<file path="src/core/jdv_pkg.sv">
// shared constants, event and command carriers for the link controller
package jdv_pkg;

    // register byte offsets on the apb side
    localparam logic [7:0] OFS_CTRL = 8'h00;
    localparam logic [7:0] OFS_VEC  = 8'h04;
    localparam logic [7:0] OFS_DATA = 8'h08;
    localparam logic [7:0] OFS_STAT = 8'h0C;

    // control register fields
    localparam int CTRL_MRQ = 0;
    localparam int CTRL_EOD = 1;

    // status register fields
    localparam int STAT_TX_BUFFER_EMPTY  = 0;
    localparam int STAT_RX_BUFFER_FULL  = 1;
    localparam int STAT_UNDR  = 2;
    localparam int STAT_RESPONSE_BYTE_RECEIVED = 3;
    localparam int STAT_EODS  = 4;

    // source code sits above two zero bits so codes read four apart
    localparam int VEC_LSB = 2;
    localparam int CODE_W  = 4;

    // pending source index; code is index plus one
    localparam int NSRC      = 8;
    localparam int SRC_EOF   = 0;
    localparam int SRC_RESPONSE_BYTE_RECEIVED = 1;
    localparam int SRC_RX_BUFFER_FULL  = 2;
    localparam int SRC_TX_BUFFER_EMPTY  = 3;
    localparam int SRC_ARB   = 4;
    localparam int SRC_CRC   = 5;
    localparam int SRC_INV   = 6;
    localparam int SRC_WAKE  = 7;

    // sources that clear through data register service; tx empty also clears on an eod request write
    localparam logic [NSRC-1:0] DATA_SRC_MASK = 8'h0E;

    localparam logic [31:0] RD_ZERO = 32'h0000_0000;

    // one-cycle events from the symbol engine, same clock
    typedef struct packed {
        logic       eod_rx;
        logic       eof_rx;
        logic       ifr_byte;
        logic       rx_byte;
        logic [7:0] rx_data;
        logic       byte_taken;
        logic       tx_first_bit;
        logic       tx_byte_done;
        logic       norm_done;
        logic       eod_sent;
        logic       arb_lost;
        logic       arb_last2;
        logic       crc_err;
        logic       sym_invalid;
        logic       wakeup;
        logic       bus_error;
    } jdv_evt_s;

    // requests to the symbol engine
    typedef struct packed {
        logic       send_norm;
        logic       byte_valid;
        logic [7:0] byte_data;
        logic       send_eod;
        logic       extra_ones;
        logic       tx_disable;
    } jdv_cmd_s;

    typedef enum logic [2:0] {
        TX_IDLE,
        TX_NORM,
        TX_LOAD,
        TX_RUN,
        TX_EOD
    } jdv_tx_e;

endpackage

</file>
<file path="src/core/jdv_link_ctrl.sv">
// cpu side of the link controller: response request, vector, data buffer
`timescale 1ns/10ps
module jdv_link_ctrl (
    input  wire logic             sys_clk,
    input  wire logic             rst,
    input  wire logic             psel,
    input  wire logic             penable,
    input  wire logic             pwrite,
    input  wire logic [7:0]       paddr,
    input  wire logic [31:0]      pwdata,
    output logic      [31:0]      prdata,
    output logic                  pready,
    output logic                  pslverr,
    input  wire jdv_pkg::jdv_evt_s evt,
    output jdv_pkg::jdv_cmd_s     cmd,
    output logic                  irq
);

    localparam int NS = jdv_pkg::NSRC;

    // apb decode; zero wait states, read data set up in setup cycle
    logic setup;
    logic access;
    logic mapped;
    logic ctrl_wr;
    logic data_wr;
    logic data_rd;
    logic vec_rd;
    logic stat_rd;

    assign setup  = psel & ~penable;
    assign access = psel & penable;
    assign mapped = (paddr == jdv_pkg::OFS_CTRL) ||
                    (paddr == jdv_pkg::OFS_VEC)  ||
                    (paddr == jdv_pkg::OFS_DATA) ||
                    (paddr == jdv_pkg::OFS_STAT);
    assign pready  = 1'b1;
    assign pslverr = access & ~mapped;

    assign ctrl_wr = access & pwrite & (paddr == jdv_pkg::OFS_CTRL);
    assign data_wr = access & pwrite & (paddr == jdv_pkg::OFS_DATA);
    assign data_rd = access & ~pwrite & (paddr == jdv_pkg::OFS_DATA);
    assign vec_rd  = access & ~pwrite & (paddr == jdv_pkg::OFS_VEC);
    assign stat_rd = access & ~pwrite & (paddr == jdv_pkg::OFS_STAT);

    // state registers
    jdv_pkg::jdv_tx_e tx_st_q;
    logic             mrq_q;
    logic             eodr_q;
    logic             eod_seen_q;
    logic             underrun_q;
    logic             armed_q;
    logic             extra_q;
    logic             disable_q;
    logic [7:0]       rx_shadow_q;
    logic [3:0]       shown_q;
    logic [31:0]      prdata_q;
    logic [NS-1:0]    pend_q;
    logic [NS-1:0]    src_set;
    logic [NS-1:0]    src_clr;
    logic [3:0]       vec_code;
    logic [31:0]      rd_val;

    // transmit buffer handshake
    logic       shadow_full;
    logic [7:0] shadow_data;
    logic       take;
    logic       tx_active;
    logic       eodr_set;
    logic       mrq_try;
    logic       underrun_ev;
    logic       arb_ev;
    logic       err_ev;

    assign tx_active = (tx_st_q != jdv_pkg::TX_IDLE);
    assign take      = (tx_st_q == jdv_pkg::TX_LOAD) & shadow_full &
                       evt.byte_taken;
    assign mrq_try   = ctrl_wr & pwdata[jdv_pkg::CTRL_MRQ];
    assign eodr_set  = ctrl_wr & pwdata[jdv_pkg::CTRL_EOD] & mrq_q;
    assign arb_ev    = tx_active & evt.arb_lost;
    assign err_ev    = tx_active & evt.bus_error;
    // no byte waiting when the shift register empties
    assign underrun_ev = ((tx_st_q == jdv_pkg::TX_RUN) &
                          evt.tx_byte_done & ~shadow_full & ~eodr_q) |
                         ((tx_st_q == jdv_pkg::TX_LOAD) & ~shadow_full);

    // cpu writes feed the shadow; engine takes it into the shift reg
    jdv_tx_buf #(
        .W (8)
    ) u_tx_buf (
        .sys_clk (sys_clk),
        .rst     (rst),
        .wr_en   (data_wr),
        .wr_data (pwdata[7:0]),
        .take    (take),
        .full    (shadow_full),
        .data    (shadow_data)
    );

    // eod received opens the response slot until end of frame
    always_ff @(posedge sys_clk or posedge rst) begin
        if (rst) begin
            eod_seen_q <= 1'b0;
        end else if (evt.eod_rx) begin
            eod_seen_q <= 1'b1;
        end else if (evt.eof_rx) begin
            eod_seen_q <= 1'b0;
        end
    end

    // response request; hardware clear wins over a late set
    always_ff @(posedge sys_clk or posedge rst) begin
        if (rst) begin
            mrq_q <= 1'b0;
        end else if (tx_st_q == jdv_pkg::TX_EOD && evt.eod_sent) begin
            mrq_q <= 1'b0;
        end else if (err_ev || underrun_ev) begin
            mrq_q <= 1'b0;
        end else if (arb_ev) begin
            mrq_q <= 1'b0;
        end else if (mrq_try && !eod_seen_q) begin
            mrq_q <= 1'b1;
        end else if (ctrl_wr && !pwdata[jdv_pkg::CTRL_MRQ] &&
                     !tx_active) begin
            mrq_q <= 1'b0;
        end
    end

    // end-of-data request only meaningful while a response is pending
    always_ff @(posedge sys_clk or posedge rst) begin
        if (rst) begin
            eodr_q <= 1'b0;
        end else if (!mrq_q) begin
            eodr_q <= 1'b0;
        end else if (tx_st_q == jdv_pkg::TX_EOD && evt.eod_sent) begin
            eodr_q <= 1'b0;
        end else if (eodr_set) begin
            eodr_q <= 1'b1;
        end
    end

    // response sequencer
    always_ff @(posedge sys_clk or posedge rst) begin
        if (rst) begin
            tx_st_q <= jdv_pkg::TX_IDLE;
        end else if (err_ev || arb_ev || underrun_ev) begin
            tx_st_q <= jdv_pkg::TX_IDLE;
        end else begin
            case (tx_st_q)
                jdv_pkg::TX_IDLE: begin
                    if (mrq_q && evt.eod_rx) begin
                        tx_st_q <= jdv_pkg::TX_NORM;
                    end
                end
                jdv_pkg::TX_NORM: begin
                    if (evt.norm_done) begin
                        tx_st_q <= jdv_pkg::TX_LOAD;
                    end
                end
                jdv_pkg::TX_LOAD: begin
                    if (take) begin
                        tx_st_q <= jdv_pkg::TX_RUN;
                    end
                end
                jdv_pkg::TX_RUN: begin
                    if (evt.tx_byte_done) begin
                        if (shadow_full) begin
                            tx_st_q <= jdv_pkg::TX_LOAD;
                        end else if (eodr_q) begin
                            tx_st_q <= jdv_pkg::TX_EOD;
                        end
                    end
                end
                jdv_pkg::TX_EOD: begin
                    if (evt.eod_sent) begin
                        tx_st_q <= jdv_pkg::TX_IDLE;
                    end
                end
                default: begin
                    tx_st_q <= jdv_pkg::TX_IDLE;
                end
            endcase
        end
    end

    // trailing ones after late arbitration loss or an underrun
    always_ff @(posedge sys_clk or posedge rst) begin
        if (rst) begin
            extra_q <= 1'b0;
        end else begin
            extra_q <= (arb_ev & evt.arb_last2) |
                       underrun_ev;
        end
    end

    // transmitter shut off after an underrun or bus error; engine waits for ones first
    always_ff @(posedge sys_clk or posedge rst) begin
        if (rst) begin
            disable_q <= 1'b0;
        end else begin
            disable_q <= underrun_ev | err_ev;
        end
    end

    // sticky underrun; the set beats a clearing status read
    always_ff @(posedge sys_clk or posedge rst) begin
        if (rst) begin
            underrun_q <= 1'b0;
        end else if (underrun_ev) begin
            underrun_q <= 1'b1;
        end else if (stat_rd) begin
            underrun_q <= 1'b0;
        end
    end

    // every completed byte lands in the shadow, read or not
    always_ff @(posedge sys_clk or posedge rst) begin
        if (rst) begin
            rx_shadow_q <= 8'h00;
        end else if (evt.rx_byte || evt.ifr_byte) begin
            rx_shadow_q <= evt.rx_data;
        end
    end

    // event sources into the pending set
    always_comb begin
        src_set                     = '0;
        src_set[jdv_pkg::SRC_EOF]   = evt.eof_rx;
        src_set[jdv_pkg::SRC_RESPONSE_BYTE_RECEIVED] = evt.ifr_byte;
        src_set[jdv_pkg::SRC_RX_BUFFER_FULL]  = evt.rx_byte;
        src_set[jdv_pkg::SRC_TX_BUFFER_EMPTY]  =
            (tx_st_q == jdv_pkg::TX_RUN) & evt.tx_first_bit;
        src_set[jdv_pkg::SRC_ARB]   = evt.arb_lost;
        src_set[jdv_pkg::SRC_CRC]   = evt.crc_err;
        src_set[jdv_pkg::SRC_INV]   = evt.sym_invalid;
        src_set[jdv_pkg::SRC_WAKE]  = evt.wakeup;
    end

    // per source clear and sticky flag; set wins over clear
    for (genvar i = 0; i < NS; i++) begin : g_src
        if (jdv_pkg::DATA_SRC_MASK[i]) begin : g_data
            if (i == jdv_pkg::SRC_TX_BUFFER_EMPTY) begin : g_tx
                assign src_clr[i] = (armed_q & data_wr) |
                                    eodr_set;
            end else begin : g_rx
                assign src_clr[i] = armed_q & data_rd;
            end
        end else begin : g_plain
            assign src_clr[i] = vec_rd &&
                                (shown_q == 4'(i + 1));
        end
        always_ff @(posedge sys_clk or posedge rst) begin
            if (rst) begin
                pend_q[i] <= 1'b0;
            end else if (src_set[i]) begin
                pend_q[i] <= 1'b1;
            end else if (src_clr[i]) begin
                pend_q[i] <= 1'b0;
            end
        end
    end

    // highest pending source gives the code, re-evaluated each cycle
    jdv_vec_enc #(
        .NSRC (NS)
    ) u_vec_enc (
        .pend (pend_q),
        .code (vec_code)
    );

    // vector read of a data source arms the following data access
    always_ff @(posedge sys_clk or posedge rst) begin
        if (rst) begin
            armed_q <= 1'b0;
        end else if (vec_rd && shown_q != 4'h0 &&
                     jdv_pkg::DATA_SRC_MASK[3'(shown_q - 4'h1)]) begin
            armed_q <= 1'b1;
        end else if (data_rd || data_wr) begin
            armed_q <= 1'b0;
        end
    end

    // read mux; reserved bits stay zero
    always_comb begin
        rd_val = jdv_pkg::RD_ZERO;
        case (paddr)
            jdv_pkg::OFS_CTRL: begin
                rd_val[jdv_pkg::CTRL_MRQ] = mrq_q;
                rd_val[jdv_pkg::CTRL_EOD] = eodr_q;
            end
            jdv_pkg::OFS_VEC: begin
                rd_val[jdv_pkg::VEC_LSB +: jdv_pkg::CODE_W] =
                    vec_code;
            end
            jdv_pkg::OFS_DATA: begin
                rd_val[7:0] = rx_shadow_q;
            end
            jdv_pkg::OFS_STAT: begin
                rd_val[jdv_pkg::STAT_TX_BUFFER_EMPTY]  = pend_q[jdv_pkg::SRC_TX_BUFFER_EMPTY];
                rd_val[jdv_pkg::STAT_RX_BUFFER_FULL]  = pend_q[jdv_pkg::SRC_RX_BUFFER_FULL];
                rd_val[jdv_pkg::STAT_UNDR]  = underrun_q;
                rd_val[jdv_pkg::STAT_RESPONSE_BYTE_RECEIVED] =
                    pend_q[jdv_pkg::SRC_RESPONSE_BYTE_RECEIVED];
                rd_val[jdv_pkg::STAT_EODS]  = eod_seen_q;
            end
            default: begin
                rd_val = jdv_pkg::RD_ZERO;
            end
        endcase
    end

    // capture in setup so the access phase sees stable data
    always_ff @(posedge sys_clk or posedge rst) begin
        if (rst) begin
            prdata_q <= jdv_pkg::RD_ZERO;
        end else if (setup && !pwrite) begin
            prdata_q <= rd_val;
        end
    end

    // remember the code software actually saw for its clear
    always_ff @(posedge sys_clk or posedge rst) begin
        if (rst) begin
            shown_q <= 4'h0;
        end else if (setup && !pwrite &&
                     paddr == jdv_pkg::OFS_VEC) begin
            shown_q <= vec_code;
        end
    end

    assign prdata = prdata_q;
    assign irq    = (vec_code != 4'h0);

    // engine commands; byte comes straight from the shadow flop
    always_comb begin
        cmd            = '0;
        cmd.send_norm  = (tx_st_q == jdv_pkg::TX_NORM);
        cmd.byte_valid = (tx_st_q == jdv_pkg::TX_LOAD) &
                         shadow_full;
        cmd.byte_data  = shadow_data;
        cmd.send_eod   = (tx_st_q == jdv_pkg::TX_EOD);
        cmd.extra_ones = extra_q;
        cmd.tx_disable = disable_q;
    end

    // checks beside the logic they guard
    a_req_after_eod: assert property (
        @(posedge sys_clk) disable iff (rst)
        mrq_try && eod_seen_q && !mrq_q |=> !mrq_q)
        else $error("request set after eod");

    a_arb_no_retry: assert property (
        @(posedge sys_clk) disable iff (rst)
        arb_ev |=> !mrq_q && tx_st_q == jdv_pkg::TX_IDLE
                   && !cmd.byte_valid)
        else $error("retry after arbitration loss");

    a_last_two_ones: assert property (
        @(posedge sys_clk) disable iff (rst)
        arb_ev && evt.arb_last2 |=> cmd.extra_ones)
        else $error("missing extra ones");

    a_eod_no_byte: assert property (
        @(posedge sys_clk) disable iff (rst)
        tx_st_q == jdv_pkg::TX_RUN && evt.tx_byte_done && eodr_q
        && !shadow_full && !err_ev && !arb_ev
        |=> cmd.send_eod && !cmd.byte_valid)
        else $error("eod not sent after last byte");

    a_tx_buffer_empty_first_bit: assert property (
        @(posedge sys_clk) disable iff (rst)
        tx_st_q == jdv_pkg::TX_RUN && evt.tx_first_bit
        |=> pend_q[jdv_pkg::SRC_TX_BUFFER_EMPTY])
        else $error("tx empty not set");

    a_rx_overwrite: assert property (
        @(posedge sys_clk) disable iff (rst)
        evt.rx_byte |=> rx_shadow_q == $past(evt.rx_data))
        else $error("rx shadow not updated");

    a_vec_plain_clr: assert property (
        @(posedge sys_clk) disable iff (rst)
        vec_rd && shown_q == 4'(jdv_pkg::SRC_CRC + 1)
        && !evt.crc_err |=> !pend_q[jdv_pkg::SRC_CRC])
        else $error("vector read did not clear");

    a_rx_buffer_full_needs_data: assert property (
        @(posedge sys_clk) disable iff (rst)
        pend_q[jdv_pkg::SRC_RX_BUFFER_FULL] && !data_rd
        |=> pend_q[jdv_pkg::SRC_RX_BUFFER_FULL])
        else $error("rx full cleared without data read");

    a_underrun_stop: assert property (
        @(posedge sys_clk) disable iff (rst)
        underrun_ev |=> underrun_q && !mrq_q && cmd.tx_disable
                        ##1 !cmd.tx_disable || underrun_ev)
        else $error("underrun not handled");

    a_irq_code: assert property (
        @(posedge sys_clk) disable iff (rst)
        $rose(pend_q[jdv_pkg::SRC_WAKE]) |-> irq
        && vec_code == 4'(jdv_pkg::SRC_WAKE + 1))
        else $error("wakeup not top priority");

endmodule

</file>
<file path="src/core/jdv_tx_buf.sv">
// transmit shadow register in front of the engine shift register
`timescale 1ns/10ps
module jdv_tx_buf #(
    parameter int W = 8
) (
    input  wire logic         sys_clk,
    input  wire logic         rst,
    input  wire logic         wr_en,
    input  wire logic [W-1:0] wr_data,
    input  wire logic         take,
    output logic              full,
    output logic      [W-1:0] data
);

    if (W < 1) begin : g_chk
        $error("jdv_tx_buf: W must be positive");
    end

    logic         full_q;
    logic [W-1:0] data_q;

    // a write in the take cycle refills, so full stays set
    always_ff @(posedge sys_clk or posedge rst) begin
        if (rst) begin
            full_q <= 1'b0;
        end else if (wr_en) begin
            full_q <= 1'b1;
        end else if (take) begin
            full_q <= 1'b0;
        end
    end

    // shadow byte held until overwritten
    always_ff @(posedge sys_clk or posedge rst) begin
        if (rst) begin
            data_q <= '0;
        end else if (wr_en) begin
            data_q <= wr_data;
        end
    end

    assign full = full_q;
    assign data = data_q;

endmodule

</file>
<file path="src/core/jdv_vec_enc.sv">
// priority encoder from pending sources to the vector code
`timescale 1ns/10ps
module jdv_vec_enc #(
    parameter int NSRC = 8
) (
    input  wire logic [NSRC-1:0] pend,
    output logic      [3:0]      code
);

    // code must fit four bits with zero kept for none pending
    if (NSRC < 1 || NSRC > 15) begin : g_chk
        $error("jdv_vec_enc: NSRC out of range");
    end

    // higher index overrides, so the top pending source wins
    always_comb begin
        code = 4'h0;
        for (int i = 0; i < NSRC; i++) begin
            if (pend[i]) begin
                code = 4'(i + 1);
            end
        end
    end

endmodule

</file>
<file path="config.mk">
export PLATFORM = sky130hd
export DESIGN_NAME = jdv_link_ctrl
export DESIGN_NICKNAME = d
export VERILOG_FILES = /design/src/core/jdv_pkg.sv /design/src/core/jdv_link_ctrl.sv /design/src/core/jdv_tx_buf.sv /design/src/core/jdv_vec_enc.sv
export SDC_FILE = /design/constraint.sdc
export NUM_CORES = 1
export LEC_CHECK = 0
export ABC_CLOCK_PERIOD_IN_PS = 1500
export BUFFER_PORTS_ARGS = -buffer_cell sky130_fd_sc_hd__buf_2
export CORE_MARGIN = 10
export CORE_UTILIZATION = 30
export CTS_BUF_LIST = sky130_fd_sc_hd__clkbuf_4 sky130_fd_sc_hd__clkbuf_8
export DETAILED_ROUTE_END_ITERATION = 6
export HOLD_SLACK_MARGIN = 0.05
export PLACE_DENSITY = 0.61
export SLEW_MARGIN = 20
export SYNTH_ARGS = -nofsm -noshare
export SYNTH_HDL_FRONTEND = slang
export SYNTH_HIERARCHICAL = 1
export SYNTH_SLANG_ARGS = --single-unit
</file>
<file path="constraint.sdc">
create_clock -name sys_clk -period 1.5 [get_ports sys_clk]
set_input_delay 0.375 -clock sys_clk [delete_from_list [all_inputs] [get_ports sys_clk]]
set_output_delay 0.375 -clock sys_clk [all_outputs]
set_load 0.1 [all_outputs]
</file>
==> impl_metrics.yaml, run 1 <==
timing:
  drv_slew: 0
  setup_tns_ps: -1402
  finalSetupViolations: 6
  postLayoutSetupSlackWorst_ps: -570.5
  fin_skew_ps: 7.499
  rsz0062_at_grt: "true"
  fmax_mhz: 483.0
  fin_crit_sh: 1.380
  period_needed_ps: 2071
  final_hold_viol_count: 0
critical_path:
  critical_path.max_stage_delay_ps: 440
  cpLargestDelayFamily: "simple AND/OR/NAND/NOR gates"
  arrival_ps: 1700
  worstPathCellList: "nor3b_1 > a21oi_2 > o41ai_2 > or4_4 > buf_12"
  reg2reg_to: "prdata[2]"
  path_buf_inv: 1
  slowest_stage: "or4_4"
  r2r-start: "pend_q[4]"
  ff2ff_setup_slack_ps: -150
  crit_type: "reg2out"
  cp_data_required_time_ps: 1120
  crit_fanout: 3
  end_kind: "output pin"
  startpoint_type: "flop"
  rr_worst_depth: 8
cells_and_area:
  syn_to_final_growth_pct: 41.09
  fin_nets: 412
  multi_input_area_sq_um: 1277
  fillers: 785
  layoutNonFillerInstCount: 450
  final_cell_mix: "buf_2 (46), dfrtp_1 (44), buf_4 (35)"
  layout_commonest_cell: "buf_2"
  regArea_sq_um: 1180
  drive_gt1_frac: 0.4899
  fin_area_sq_um: 3587
  antenna_cells: 0
clock_tree:
  cts_buffers: 5
  h-tree-depth: 2
  root_buffer: "clkbuf_8"
  cts_tree: "built"
  clock_path_buffers: 2
  clock-sinks: 47
  clk_latency_ps: 300
  clk_pin_slew_worst_paths_ps: 80
power_and_ir_drop:
  power_density_nw_per_um2: 850.1
  p_total_mw: 3.050
  peakVddDrop_v: 0.0004082
  power_leakage_nw: 1.687
die:
  die-area_sq_um: 12560
  initial_utilization: 0.3094
  core_area_sq_um: 8217
  fp.dieH_um: 112.1
  io_pins: 116
  rows: 33
  die_w_um: 112.1
synthesis:
  synth.avg_cell_area_sq_um: 10.55
  synth_warnings: 6
  yosysSeqAreaShare: 0.4626
  synthesis.area_sq_um: 2542
  ys_types: 47
  syn_inst: 241
  synth_edf_count: 0
  ys.flop_type: "dfrtp_1"
  ys_ff_latch: 47
  ys_async_sr_fraction: 1.000
place:
  dp_hpwl_mm: 5.360
  post-place-ws_ps: -386.4
  dpl_cell_area_sq_um: 3304
  io_buffers: 66
  finalWeightedCongestion: 0.8820
  dp.cells: 433
drt:
  vias: 2041
  antenna_left: 0
  drt_iter0_drc: 41
  viasPerCell: 4.536
  drc: 0
  finalWirelength_mm: 6.511
  dr.pass1.iters: 4
  wl_per_cell_um: 14.47
grt:
  grt_max_degree: 39
  grt_overflow: 0
  track_usage: 0.1014
  antenna_found_initial: 0
  grt_pass1_vias: 2268
  grt_pass1_wl_mm: 10.84
worst_hold_path:
  min_path_cells: 2
  hp-start: "evt[21]"
  hold_end: "eod_seen_q"
  hold_path.class: "in2reg"
status:
  violations: "setup timing"
  status: "complete, but fails checks"
run:
  max-cap-violations: 0
-- how the worst max path moves through the flow --
| stage | start | to | slack, ps | cells past startpoint |
|---|---|---|---|---|
| 4_1_cts | pend_q[4] | irq | -580 | 5 |
| 3_5_place_dp | pend_q[7] | irq | -390 | 5 |
| 6_report | pend_q[4] | irq | -570 | 5 |
| 2_1_floorplan | tx_st_q[2] | u_tx_buf/full | -500 | 5 |
| 3_3_place_gp | pend_q[7] | irq | -350 | 5 |
| 5_1_grt | pend_q[4] | irq | -630 | 5 |
-- cell families after synthesis --
family,after synthesis,synth area share
flip-flops,47,0.4626
AND/OR/NAND/NOR,76,0.1654
buffers and inverters,43,0.1127
other,2,0.002954
AO/OA/AOI/OAI,47,0.1309
multiplexers,26,0.1255
-- power breakdown --
| part | internal (mW) | leakage, nW | switching [mW] |
|---|---|---|---|
| sequential | 1.31 | 0.588 | 0.0377 |
| combinational | 0.241 | 1.05 | 0.626 |
| clock | 0.419 | 0.0505 | 0.412 |
| total | 1.97 | 1.69 | 1.08 |
-- stage by stage --
stage	hold WS (ps)	util
CTS	270.0	0.4303
detailed placement	367.1	0.4022
global route	265.2	0.4366
global placement	352.4	0.4022
finish	271.1	0.4366
floorplan	202.9	-
-- cell type report --
cell class,instances,area share
clock buffer,7,0.02686
clock inverter,1,0.002093
inverter,10,0.01046
multi-input combinational,174,0.3561
sequential,47,0.3289
tap,105,0.03662
timing repair buffer,106,0.2389
-- routing by layer --
| metal | global-route usage | vias up | part of all wire |
|---|---|---|---|
| li1 | - | 996 | - |
| met1 | 0.1171 | 976 | 0.42 |
| met2 | 0.1678 | 61 | 0.50 |
| met3 | 0.03940 | 8 | 0.073 |
| met4 | 0.03553 | 0 | 0.011 |
| met5 | 0 | - | 0 |
-- worst reg2reg max path: cells and delay by family (launching register included) --
kind            cells  cell delay [ps]
simple gates        1              160
compound gates      4              440
buf+inv             2              260
mux                 1              270
flops               1              410
-- Yosys cell counts, drive strengths merged (3+ instances only) --
master | n | share of area
a21o | 5 | 0.015
a21oi | 10 | 0.023
a22oi | 3 | 0.0089
a31oi | 3 | 0.0074
and2 | 3 | 0.0079
buf | 32 | 0.096
dfrtp | 47 | 0.46
inv | 10 | 0.015
mux2 | 23 | 0.11
mux2i | 3 | 0.012
nand2 | 19 | 0.028
nand2b | 7 | 0.018
nand3 | 4 | 0.013
nand4 | 4 | 0.0098
nor2 | 22 | 0.032
nor3b | 4 | 0.012
o21ai | 15 | 0.031
o41ai | 3 | 0.013
-- sequential cells by signal, summed over array words and instances (netlist names) --
register       cells
armed_q            1
disable_q          1
eod_seen_q         1
eodr_q             1
extra_q            1
mrq_q              1
pend_q             8
prdata             8
rx_shadow_q        8
shown_q            4
tx_st_q            3
u_tx_buf/data      8
u_tx_buf/full      1
underrun_q         1
-- what timing repair did --
item                                   4_1_cts  5_1_grt
hold buffers                                 1        0
resized for setup                           17       17
setup endpoints to repair                    7       20
buffers inserted                             8        0
endpoints found under the hold margin        9        0
pin swaps                                    6        1
No activity file was read; power rests on OpenSTA's default activity.
==> inputs of run 2 (changes only) <==
- MAX_ROUTING_LAYER: default -> met4
- SKIP_LAST_GASP: default -> 1
==> run 2 against run 1 <==
  * Setup slack is essentially flat
  * Largest cell class unchanged
  * Power barely moved
  * Routed wire length increased by 0.22%
  * Critical path type unchanged
  * Final cell count unchanged
  * Sequential power about the same
  * First-iteration DRC count up 2.4%
  * The run still ends with setup timing left
  * Combinational power barely moved
==> impl_metrics.yaml, run 2 (synthesis gave the netlist of run 1 again) <==
die:
  initial_utilization: 0.3094
  rows: 33
  io_pins: 116
  core_area_sq_um: 8217
  die-area_sq_um: 12560
  die_w_um: 112.1
  fp.dieH_um: 112.1
clock_tree:
  clock-sinks: 47
  cts_buffers: 5
  clock_path_buffers: 2
  cts_tree: "built"
  root_buffer: "clkbuf_8"
  clk_pin_slew_worst_paths_ps: 80
  h-tree-depth: 2
  clk_latency_ps: 290
grt:
  grt_overflow: 0
  grt_pass1_wl_mm: 10.80
  antenna_found_initial: 0
  track_usage: 0.1044
  grt_pass1_vias: 2280
  grt_max_degree: 39
cells_and_area:
  antenna_cells: 0
  final_cell_mix: "buf_2 (46), dfrtp_1 (44), buf_4 (35)"
  syn_to_final_growth_pct: 41.09
  layout_commonest_cell: "buf_2"
  drive_gt1_frac: 0.4899
  fin_util: 0.4366
  fin_nets: 412
  layoutNonFillerInstCount: 450
critical_path:
  crit_type: "reg2out"
  path_buf_inv: 1
  slowest_stage: "or4_4"
  cpLargestDelayFamily: "simple AND/OR/NAND/NOR gates"
  worstPathCellList: "nor3b_1 > a21oi_2 > o41ai_2 > or4_4 > buf_12"
  end_kind: "output pin"
  crit_fanout: 3
  cp_data_required_time_ps: 1120
  startpoint_type: "flop"
  arrival_ps: 1700
  critical_path.max_stage_delay_ps: 440
power_and_ir_drop:
  peakVddDrop_v: 0.0004079
  power_leakage_nw: 1.687
  p_total_mw: 3.049
  power_density_nw_per_um2: 849.9
timing:
  drv_slew: 0
  finalSetupViolations: 6
  fin_crit_sh: 1.380
  period_needed_ps: 2070
  setup_tns_ps: -1404
  rsz0062_at_grt: "true"
  postLayoutSetupSlackWorst_ps: -570.3
  final_hold_viol_count: 0
  fmax_mhz: 483.0
  fin_skew_ps: 7.176
place:
  dp.cells: 433
  io_buffers: 66
  finalWeightedCongestion: 0.8966
  dp_hpwl_mm: 5.360
drt:
  wl_per_cell_um: 14.50
  viasPerCell: 4.569
  antenna_left: 0
  drt_iter0_drc: 42
  vias: 2056
  dr.pass1.iters: 4
  finalWirelength_mm: 6.525
  drc: 0
status:
  status: "complete, but fails checks"
  violations: "setup timing"
run:
  max-cap-violations: 0
worst_hold_path:
  hold_path.class: "in2reg"
[run 2: changes by cell type in the layout (fill, tap and decap cells not counted)]
cell and delta:
o21ai_1 -1, o21ai_0 +1
[run 2: repair_timing]
action                                  CTS  global route
hold buffers                              1             0
endpoints found under the setup margin    7            20
resized for setup                        17            16
buffers inserted                          8             0
pin swaps                                 6             1
endpoints found under the hold margin     9             0
[run 2: area by class of cell]
| class | instances | area, sq um |
|---|---|---|
| clock buffer | 7 | 96.34 |
| multi-input combinational | 174 | 1277 |
| tap | 105 | 131.4 |
| timing repair buffer | 106 | 857.1 |
| clock inverter | 1 | 7.507 |
| sequential | 47 | 1180 |
| fill | 785 | 4629 |
| inverter | 10 | 37.54 |
[run 2: per-layer routing]
metal / up-vias / wire (um) / global-route usage
met1: 987 / 2912 / 0.1244
met3: 8 / 310 / 0.02716
met2: 65 / 3228 / 0.1678
met4: 0 / 73 / 0.03553
met5: - / 0 / -
li1: 996 / - / -
[run 2: metrics by stage]
| stage | area [sq um] | hold slack (ps) | setup slack [ps] |
|---|---|---|---|
| final | 3587 | 271.4 | -570.3 |
| after global placement | 3304 | 352.4 | -347.7 |
| after floorplan | 2729 | 202.9 | -498.6 |
| after detailed placement | 3304 | 367.1 | -386.4 |
| after CTS | 3536 | 270.0 | -576.4 |
| after global routing | 3587 | 265.2 | -627.2 |
[run 2: worst paths after layout]
kind                       cells past startpoint      start               end  slack (ps)
setup / recovery                               5  pend_q[4]               irq        -570
hold / removal                                 2    evt[21]        eod_seen_q         270
setup reg to reg                               8  pend_q[4]         prdata[2]        -150
hold reg to reg                                2  prdata[7]         prdata[7]         480
max in group asynchronous                      4        rst         pend_q[7]         620
min in group asynchronous                      3        rst  u_tx_buf/data[7]         580
[run 2: worst register-to-register path: cells and delay by family, from the launching register on]
family / cells / cell delay, ps
AO/OA/AOI/OAI: 4 / 440
buffers and inverters: 2 / 260
flip-flops: 1 / 410
multiplexers: 1 / 270
AND/OR/NAND/NOR: 1 / 160
[run 2: where the power goes]
group,internal [mW],switching (mW)
registers,1.31,0.0375
clock network,0.419,0.412
logic,0.241,0.626
==> inputs of run 3 (changes only) <==
- CORE_UTILIZATION: 30 -> 44
- PLACE_DENSITY: 0.61 -> 0.83
==> run 3 against run 2 <==
  * Core utilization rose by 22 points
  * First-iteration DRC count grew to 3.6 times the previous value
  * Die area is 27% lower
  * Sequential power about the same
  * The flow still finishes with violations (setup timing)
  * Non-clock buffer count grew 11
  * Largest power group unchanged
  * Critical path depth is 1 lower
  * Routed wire length up 9.5%
  * Count of clock-buffer cells in the layout shrank 1
  * Via count increased by 6.5%
==> impl_metrics.yaml, run 3 (synthesis gave the netlist of run 1 again) <==
cells_and_area:
  layout_commonest_cell: "buf_2"
  antenna_cells: 0
  final_cell_mix: "buf_2 (49), dfrtp_1 (44), buf_4 (42)"
  drive_gt1_frac: 0.5099
  fin_nets: 423
  fillers: 419
  syn_to_final_growth_pct: 43.85
timing:
  final_hold_viol_count: 0
  postLayoutSetupSlackWorst_ps: -566.0
  finalSetupViolations: 7
  whs_ps: 267.5
  setup_tns_ps: -1574
  fin_crit_sh: 1.377
  drv_slew: 0
  period_needed_ps: 2066
  rsz0062_at_grt: "true"
  fin_skew_ps: 9.477
  fmax_mhz: 484.0
power_and_ir_drop:
  internal_power_mw: 2.074
  p_total_mw: 3.191
  peakVddDrop_v: 0.0007784
  switchingPower_mw: 1.117
  power_density_nw_per_um2: 872.6
  power_frac_comb: 0.287
  power_leakage_nw: 1.758
  p_sw_frac: 0.3500
  power_frac_seq: 0.423
  pwr-share-clk: 0.290
die:
  fp.dieH_um: 96.02
  core_area_sq_um: 5540
  io_pins: 116
  rows: 27
  die_w_um: 96.02
  initial_utilization: 0.4589
  die-area_sq_um: 9219
grt:
  grt_busiest_layer: "met2"
  grtUsageMet3: 0.03346
  grt_overflow: 0
  track_usage: 0.1547
  antenna_found_initial: 0
  use_met1: 0.1792
  grt_max_degree: 39
  grt_pass1_wl_mm: 11.00
  grt_pass1_vias: 2316
  use_met2: 0.2663
drt:
  viasPerCell: 5.126
  dr.pass1.iters: 4
  drt_iter0_drc: 152
  drc: 0
  antenna_left: 0
  wl_per_cell_um: 16.74
  finalWirelength_mm: 7.147
  vias: 2189
place:
  dp_hpwl_mm: 5.175
  finalWeightedCongestion: 0.9320
  io_buffers: 66
  post-place-ws_ps: -364.8
clock_tree:
  clock_path_buffers: 2
  clock-sinks: 47
  root_buffer: "clkbuf_8"
  clk_latency_ps: 300
  cts_tree: "built"
  clk_pin_slew_worst_paths_ps: 80
  h-tree-depth: 2
  cts_buffers: 5
run:
  max-cap-violations: 0
worst_hold_path:
  hp-start: "evt[1]"
  hold_path.class: "in2reg"
  min_path_cells: 2
critical_path:
  arrival_ps: 1690
  crit_type: "reg2out"
  crit_fanout: 3
  crit_start: "pend_q[5]"
  cp_data_required_time_ps: 1120
  end_kind: "output pin"
  startpoint_type: "flop"
  rr_worst_depth: 9
  r2r-start: "pend_q[4]"
  ff2ff_setup_slack_ps: -230
status:
  violations: "setup timing"
  status: "complete, but fails checks"
## run 3: layer usage
metal	wire length (um)	up-vias	share of wire
met4	82	0	0.011
met5	0	-	0
met2	3779	85	0.53
met3	423	12	0.059
met1	2860	1082	0.40
li1	-	1010	-
## run 3: area by class of cell
cell class	count	area, sq um	share of cell area
Tap cell	72	90.09	0.02463
Multi-Input combinational cell	174	1339	0.3661
Timing Repair Buffer	117	904.6	0.2473
Clock buffer	6	76.32	0.02087
Clock inverter	1	30.03	0.008211
Inverter	10	37.54	0.01026
Sequential cell	47	1180	0.3226
## run 3: path summary, 6_finish.rpt
path / endpoint
worst min register to register: prdata[7]
min in group asynchronous: u_tx_buf/data[3]
worst max register to register: prdata[2]
worst max-delay path: irq
worst min-delay path: pend_q[7]
max in group asynchronous: pend_q[7]
## run 3: metrics by stage
step           instance area [sq um]  cells    util
6_report                        3657    427  0.6601
5_1_grt                         3657    427  0.6601
4_1_cts                         3508    421  0.6332
3_5_place_dp                    3231    403  0.5831
3_3_place_gp                    3231    403  0.5831
2_1_floorplan                   2729    264       -
## run 3: power groups by stage
stage | Clock (mW) | Combinational [mW] | Sequential [mW]
3_5_place_dp | 0 | 0.810 | 1.37
5_1_grt | 0.989 | 0.958 | 1.35
4_1_cts | 0.924 | 0.863 | 1.35
2_1_floorplan | 0 | 0.643 | 1.42
6_report | 0.925 | 0.916 | 1.35
3_3_place_gp | 0 | 0.800 | 1.37
## run 3: repair_timing
| item | in CTS | in global routing |
|---|---|---|
| hold buffers | 1 | 0 |
| pin swaps | 7 | 10 |
| buffers inserted | 10 | 8 |
| resized for setup | 23 | 25 |
| endpoints found under the hold margin | 9 | 0 |
| endpoints found under the setup margin | 8 | 23 |
## run 3: critical path, cell delays in order, from the launching register on
cell     delay [ps]
dfrtp_1         420
nor2_1          150
a21oi_1         110
or4_4           530
buf_12          180
